## src/pkg/gdt_pkg.sv

```systemverilog
// constants, register map and carrier types of the gate-drive dead-time block
package gdt_pkg;
  // timing
  localparam int CLK_HZ = 100_000_000;
  localparam int CLK_PERIOD_NS = 10;
  localparam int DT_STEP_NS = 4;
  localparam int FSW_MIN_HZ = 100_000;
  localparam int FSW_MAX_HZ = 1_600_000;
  // longest period rounds down, shortest rounds up, so fsw stays inside its range
  localparam int PERIOD_MAX_CYC = CLK_HZ / FSW_MIN_HZ;
  localparam int PERIOD_MIN_CYC = (CLK_HZ + FSW_MAX_HZ - 1) / FSW_MAX_HZ;

  // widths
  localparam int REG_AW = 3;
  localparam int REG_DW = 16;
  localparam int CNT_W = 10;
  localparam int DT_W = 4;
  localparam int ELAPSED_W = 7;

  // register offsets
  localparam logic [REG_AW-1:0] REG_PERIOD = 3'h0;
  localparam logic [REG_AW-1:0] REG_DUTY = 3'h1;
  localparam logic [REG_AW-1:0] REG_DEAD_TIME_CONFIG = 3'h2;
  localparam logic [REG_AW-1:0] REG_DRIVER_OPTION = 3'h3;
  localparam logic [REG_AW-1:0] REG_DRIVER_TEST_CONTROL = 3'h4;
  localparam logic [REG_AW-1:0] REG_STATUS = 3'h5;
  localparam logic [REG_AW-1:0] REG_COUNT = 3'h6;

  // field positions
  localparam int DT_HIGH_LSB = 0;
  localparam int DT_LOW_LSB = 4;
  localparam int OPT_HIGH_BYP_BIT = 0;
  localparam int OPT_LOW_BYP_BIT = 1;
  localparam int OPT_REDUCED_BIT = 2;
  localparam int TST_DRV_OFF_BIT = 0;
  localparam int TST_HIGH_OFF_BIT = 1;
  localparam int TST_LOW_OFF_BIT = 2;
  localparam int STS_HIGH_BIT = 0;
  localparam int STS_LOW_BIT = 1;
  localparam int STS_PWM_BIT = 2;

  // reset values
  localparam logic [CNT_W-1:0] PERIOD_RST = 10'h3e7;
  localparam logic [CNT_W-1:0] DUTY_RST = 10'h000;
  localparam logic [7:0] DT_CFG_RST = 8'h00;
  localparam logic [2:0] OPT_RST = 3'h0;
  // driver starts off so nothing switches before software is ready
  localparam logic [2:0] TST_RST = 3'h1;

  typedef struct packed {
    logic [REG_AW-1:0] addr;
    logic [REG_DW-1:0] wdata;
    logic wr;
    logic rd;
  } gdt_req_t;

  typedef struct packed {
    logic on;
    logic [ELAPSED_W-1:0] elapsed;
  } gdt_side_st_t;
endpackage

```

## src/design/gdt_side.sv

```systemverilog
// one gate-drive output with dead-time insertion and interlock
`timescale 1ns/1ps
module gdt_side import gdt_pkg::*; #(
  parameter int SIDE_DT_W = DT_W
) (
  input wire logic mclk,
  input wire logic rst,
  input wire logic req,
  input wire logic other_on,
  input wire logic bypass,
  input wire logic off,
  input wire logic [SIDE_DT_W-1:0] dt_code,
  output logic drive_q
);
  gdt_side_st_t st_q;
  gdt_side_st_t st_d;
  logic [ELAPSED_W-1:0] target;

  if (((2 ** SIDE_DT_W) - 1) * DT_STEP_NS + CLK_PERIOD_NS >= 2 ** ELAPSED_W) begin : g_chk
    $error("dead-time code too wide for elapsed counter");
  end

  always_comb begin
    target = ELAPSED_W'(dt_code) * ELAPSED_W'(DT_STEP_NS);
    st_d = st_q;
    if (off || !req) begin
      st_d = '0;
    end else if (!st_q.on) begin
      // the elapsed time only runs once the other gate is seen low
      if (other_on) begin
        st_d.elapsed = '0;
      end else if (bypass || st_q.elapsed >= target) begin
        st_d.on = 1'b1;
      end else begin
        st_d.elapsed = st_q.elapsed + ELAPSED_W'(CLK_PERIOD_NS);
      end
    end
  end

  always_ff @(posedge mclk) begin
    if (rst) begin
      st_q <= '0;
    end else begin
      st_q <= st_d;
    end
  end

  assign drive_q = st_q.on;
endmodule // gdt_side

```

## src/design/gdt_top.sv

```systemverilog
// gate-drive control: period timer, register port, two dead-time sides
//
// Implementation choices: the register offsets and strobed register access.
`timescale 1ns/1ps
module gdt_top import gdt_pkg::*; #(
  parameter int TOP_CNT_W = CNT_W
) (
  input wire logic mclk,
  input wire logic rst,
  input wire gdt_req_t bus,
  output logic [REG_DW-1:0] reg_rdata,
  output logic high_gate_drive,
  output logic low_gate_drive,
  output logic high_drive_reduced
);
  typedef struct packed {
    logic [TOP_CNT_W-1:0] period;
    logic [TOP_CNT_W-1:0] duty;
    logic [7:0] dt_cfg;
    logic [2:0] opt;
    logic [2:0] test;
    logic [TOP_CNT_W-1:0] count;
    logic [REG_DW-1:0] rdata;
  } gdt_top_st_t;

  localparam logic [TOP_CNT_W-1:0] PER_LO = TOP_CNT_W'(PERIOD_MIN_CYC - 1);
  localparam logic [TOP_CNT_W-1:0] PER_HI = TOP_CNT_W'(PERIOD_MAX_CYC - 1);

  if (2 ** TOP_CNT_W < PERIOD_MAX_CYC || TOP_CNT_W > REG_DW) begin : g_chk
    $error("period counter width cannot hold the longest period");
  end

  gdt_top_st_t st_q;
  gdt_top_st_t st_d;
  logic pwm_on;
  logic drv_off;
  logic wr_val_lo;
  logic wr_val_hi;
  logic [TOP_CNT_W-1:0] wr_val;

  always_comb begin
    st_d = st_q;
    wr_val = bus.wdata[TOP_CNT_W-1:0];
    wr_val_lo = wr_val < PER_LO;
    wr_val_hi = wr_val > PER_HI;
    // counter wraps on >= so a shorter period written mid-cycle cannot run away
    if (st_q.count >= st_q.period) begin
      st_d.count = '0;
    end else begin
      st_d.count = st_q.count + 1'b1;
    end
    if (bus.wr) begin
      unique case (bus.addr)
        REG_PERIOD: begin
          // out-of-range periods are clamped instead of refused
          if (wr_val_lo) begin
            st_d.period = PER_LO;
          end else if (wr_val_hi) begin
            st_d.period = PER_HI;
          end else begin
            st_d.period = wr_val;
          end
        end
        REG_DUTY: begin
          st_d.duty = wr_val;
        end
        REG_DEAD_TIME_CONFIG: begin
          st_d.dt_cfg = bus.wdata[7:0];
        end
        REG_DRIVER_OPTION: begin
          st_d.opt = bus.wdata[2:0];
        end
        REG_DRIVER_TEST_CONTROL: begin
          st_d.test = bus.wdata[2:0];
        end
        default: begin
        end
      endcase
    end
    st_d.rdata = '0;
    if (bus.rd) begin
      unique case (bus.addr)
        REG_PERIOD: begin
          st_d.rdata = REG_DW'(st_q.period);
        end
        REG_DUTY: begin
          st_d.rdata = REG_DW'(st_q.duty);
        end
        REG_DEAD_TIME_CONFIG: begin
          st_d.rdata = REG_DW'(st_q.dt_cfg);
        end
        REG_DRIVER_OPTION: begin
          st_d.rdata = REG_DW'(st_q.opt);
        end
        REG_DRIVER_TEST_CONTROL: begin
          st_d.rdata = REG_DW'(st_q.test);
        end
        REG_STATUS: begin
          st_d.rdata[STS_HIGH_BIT] = high_gate_drive;
          st_d.rdata[STS_LOW_BIT] = low_gate_drive;
          st_d.rdata[STS_PWM_BIT] = pwm_on;
        end
        REG_COUNT: begin
          st_d.rdata = REG_DW'(st_q.count);
        end
        default: begin
        end
      endcase
    end
  end

  always_ff @(posedge mclk) begin
    if (rst) begin
      st_q.period <= PERIOD_RST;
      st_q.duty <= DUTY_RST;
      st_q.dt_cfg <= DT_CFG_RST;
      st_q.opt <= OPT_RST;
      st_q.test <= TST_RST;
      st_q.count <= '0;
      st_q.rdata <= '0;
    end else begin
      st_q <= st_d;
    end
  end

  assign pwm_on = st_q.count < st_q.duty;
  assign drv_off = st_q.test[TST_DRV_OFF_BIT];

  // each side sees the other's registered gate, so an overlap is impossible
  gdt_side #(.SIDE_DT_W(DT_W)) u_high (
    .mclk(mclk),
    .rst(rst),
    .req(pwm_on),
    .other_on(low_gate_drive),
    .bypass(st_q.opt[OPT_HIGH_BYP_BIT]),
    .off(drv_off || st_q.test[TST_HIGH_OFF_BIT]),
    .dt_code(st_q.dt_cfg[DT_HIGH_LSB +: DT_W]),
    .drive_q(high_gate_drive)
  );

  gdt_side #(.SIDE_DT_W(DT_W)) u_low (
    .mclk(mclk),
    .rst(rst),
    .req(!pwm_on),
    .other_on(high_gate_drive),
    .bypass(st_q.opt[OPT_LOW_BYP_BIT]),
    .off(drv_off || st_q.test[TST_LOW_OFF_BIT]),
    .dt_code(st_q.dt_cfg[DT_LOW_LSB +: DT_W]),
    .drive_q(low_gate_drive)
  );

  assign high_drive_reduced = st_q.opt[OPT_REDUCED_BIT];
  assign reg_rdata = st_q.rdata;
endmodule // gdt_top

```

## config.mk

```make
export PLATFORM = sky130hd
export DESIGN_NAME = gdt_top
export DESIGN_NICKNAME = d
export VERILOG_FILES = /design/src/pkg/gdt_pkg.sv /design/src/design/gdt_side.sv /design/src/design/gdt_top.sv
export SDC_FILE = /design/constraint.sdc
export NUM_CORES = 1
export LEC_CHECK = 0
export BUFFER_PORTS_ARGS = -buffer_cell sky130_fd_sc_hd__clkbuf_2
export CORE_MARGIN = 2
export CORE_UTILIZATION = 50
export CTS_CLUSTER_SIZE = 28
export DETAILED_ROUTE_END_ITERATION = 6
export PLACE_DENSITY = 0.82
export REMOVE_ABC_BUFFERS = 1
export SYNTH_ARGS = -nofsm -noshare
export SYNTH_HDL_FRONTEND = slang
export SYNTH_SLANG_ARGS = --single-unit
```

## constraint.sdc

```tcl
create_clock -name mclk -period 2.7 [get_ports mclk]
set_clock_uncertainty 0.05 [all_clocks]
set_input_delay 0.27 -clock mclk [delete_from_list [all_inputs] [get_ports mclk]]
set_output_delay 0.27 -clock mclk [all_outputs]
set_load 0.01 [all_outputs]
```

==> run metrics <==
status finished, final reports clean; Die H 91.79 um; WP data arrival about 2.5 ns; CTS tree built; Tcrit/Tclk final 0.8202; clk_lat worst skew 0.36 ns; Synth Area per Inst 8.545 sq um; Slowest-stage cell, CP or4_1; CORE AREA 0.007607 sq mm; critical path launch point type flip-flop; count of state elements after synthesis 70; fillcell total 694; vias between 3000 and 4000; Detailed Route Iter0 Violations 273; Max clock buf depth 2; Worst VDD drop 0.2470 mV; DRC Markers 0; Top FF cell, synth dfxtp_1; Fin. Hold Viols 0; count leader, synth dfxtp_1; grt total ovfl 0; Total Routed Length 8801 um; Commonest cells post-synth dfxtp_1, nor2_1, a21oi_1; Worst setup EP type flip-flop; number of enable flip-flop cells after synthesis 0; Yosys top cell area share 0.3636; Slew Viols, Final 0; Max-Cap Viols 0; Root Driver clkbuf_8; I/O pin total 42; dpl hpwl 6645 um; GRT Util Overall 0.2209; RSZ-0062 raised after global routing false; PwrDens around 590 mW/mm^2; # Post-CTS Setup Buffers 0; Die ar. 0.008425 sq mm; CTS clk-pin slew, worst paths approximately 0.080 ns; Rel. slew slack 0.4784; Area Growth Syn to Fin 10.10%; layout cells sized above 1 0.1284; combinational family with the most area after synthesis simple AND/OR/NAND/NOR gates; post-CTS sizing 0; Synth cell types 54; IO Port Bufs 29; largest net degree at the start of global routing 24; Worst Hold Class input port to flip-flop; CTS Sinks 70; Syn Std Cell Area between 0.003 and 0.004 sq mm; Async SR Flop Fraction 0; CTS Buf Count 9; adder-cell share of the synthesized area 0.09740; WL/cell around 15 um; Worst path max stage delay 0.51 ns; vias per inst 5.555; Core Util, Final 0.5577; post-synth top area cell dfxtp_1; Antenna Cells 0; yosys warns 0; multiplexer area fraction after synthesis 0.08409; XOR/XNOR Fraction of Synth Area 0.03636; DR pass1 iterations 4; Antenna Nets Post-Route 0; Leak Pwr 1.783 nW; final setup fails 0; CP Buf/Inv Count 1; nets@finish 523; sequential-to-total area share from yosys stat 0.3636; sequential cell area around 0.0014 sq mm; multi-input logic area 0.002166 sq mm; number of antenna violations at the first check in global routing 0; Crit Path Category flip-flop to flip-flop; Hold Buf Count CTS 0; largest cells by area after synthesis dfxtp_1, ha_1, mux2i_1; Initial Util 0.5066; GP Congestion 0.9009; vias in the first global route 3077; Rows 32; first-pass GRT wire length 14780 um; Tmin final around 2.2 ns; die width 91.79 um; worst path required time 2.94 ns; Syn Inst Count 451; Slew @ Worst Pin 0.7815 ns; Peak Freq 451.6 MHz; post-synthesis compound-gate area fraction 0.1438; crit-path cells inv_1, ha_1, or3b_2, a211oi_2, or3_4, or4_1, a21oi_1; Worst Path Max Fanout 4; TNS Setup 0 ns; simple-gate share of the synthesized area 0.1945; largest delay contributor family on the critical path simple AND/OR/NAND/NOR gates; CTS H-Tree Depth 3
[stage by stage]
step | total power, mW | setup WS [ns] | std cells | instance area [sq um] | hold slack, ns
after CTS | 2.515 | 0.4774 | 577 | 4243 | 0.1287
after floorplan | 1.382 | 0.6367 | 425 | 3691 | 0.2891
final | 2.509 | 0.4855 | 577 | 4243 | 0.1311
after global placement | 1.502 | 0.5311 | 561 | 4001 | 0.3703
after detailed placement | 1.523 | 0.4917 | 561 | 4001 | 0.3798
after global routing | 2.621 | 0.3252 | 577 | 4243 | 0.1417
[per-layer routing]
layer | track usage | share of wire | vias up
met5 | 0 | 0 | -
met4 | 0.08706 | 0.016 | 0
met3 | 0.04108 | 0.068 | 12
met2 | 0.3768 | 0.48 | 96
met1 | 0.2760 | 0.43 | 1509
li1 | - | - | 1588
[logic make-up (layout without fill, tap and decap cells)]
group | count (synthesis) | count (layout)
AND/OR/NAND/NOR | 155 | 155
adder cells (fa/ha/maj) | 30 | 30
XOR/XNOR | 16 | 16
other | 1 | 6
AO/OA/AOI/OAI | 84 | 84
multiplexers | 31 | 31
flip-flops | 70 | 70
buffers and inverters | 64 | 83
[sequential cells by signal, indices dropped and copies added, names as in the netlist]
register	count
st_q	42
reg_rdata	10
u_high.st_q	7
u_low.st_q	7
drv_off	1
high_drive_reduced	1
u_high.drive_q	1
u_low.drive_q	1
[placed cells by master (no fill, tap or decap), types with 2 or more instances in the layout]
master,instances
nor3_1,8
nand2b_1,13
o22ai_1,2
a31oi_1,2
bufinv_16,2
a221oi_1,3
or2_2,2
nor4_1,5
o211ai_1,2
a211o_1,7
o2111ai_1,3
o21bai_1,2
buf_4,5
nand4_1,2
clkbuf_8,12
o21ai_0,6
or3b_2,2
mux2i_1,29
and3_1,4
a211oi_1,3
a21o_1,2
or4_1,2
clkbuf_2,29
nand3_1,12
o21a_1,2
a21oi_1,37
nand4b_1,2
conb_1,6
ha_1,30
inv_1,33
nor2_1,55
xor2_1,6
o22a_1,5
nor2b_1,5
dfxtp_1,70
xnor2_1,10
nand2_1,36
[tightest hold or removal path, delay by kind of cell]
family,cells,cell delay [ns]
buffers and inverters,1,0.12
AOI/OAI and AO/OA,1,0.05
and+or+nand+nor,1,0.06
[final cells by class]
cell class,instances,share of cell area
multi-input cells,322,0.5105
clock inverters,4,0.01799
inverters,33,0.02919
clock buffers,12,0.03893
well taps,102,0.03008
flip-flops and latches,70,0.3303
repair buffers,34,0.04306
[where the power goes]
group | internal, mW | switching (mW)
clock | 0.599 | 0.400
sequential | 1.07 | 0.0685
combinational | 0.156 | 0.214
total | 1.83 | 0.683
[path summary, 6_finish.rpt]
check / startpoint / to / slack, ns / cells after the start
min: bus[11] / st_q[49]$_SDFFE_PP0P_ / 0.13 / 3
min reg2reg: u_high.st_q[0]$_SDFFE_PP0P_ / u_high.st_q[0]$_SDFFE_PP0P_ / 0.40 / 2
max reg2reg: u_low.st_q[2]$_SDFFE_PP0P_ / u_low.st_q[6]$_SDFFE_PP0P_ / 0.49 / 7
max: u_low.st_q[2]$_SDFFE_PP0P_ / u_low.st_q[6]$_SDFFE_PP0P_ / 0.49 / 7
(Power assumes the default switching activity.)
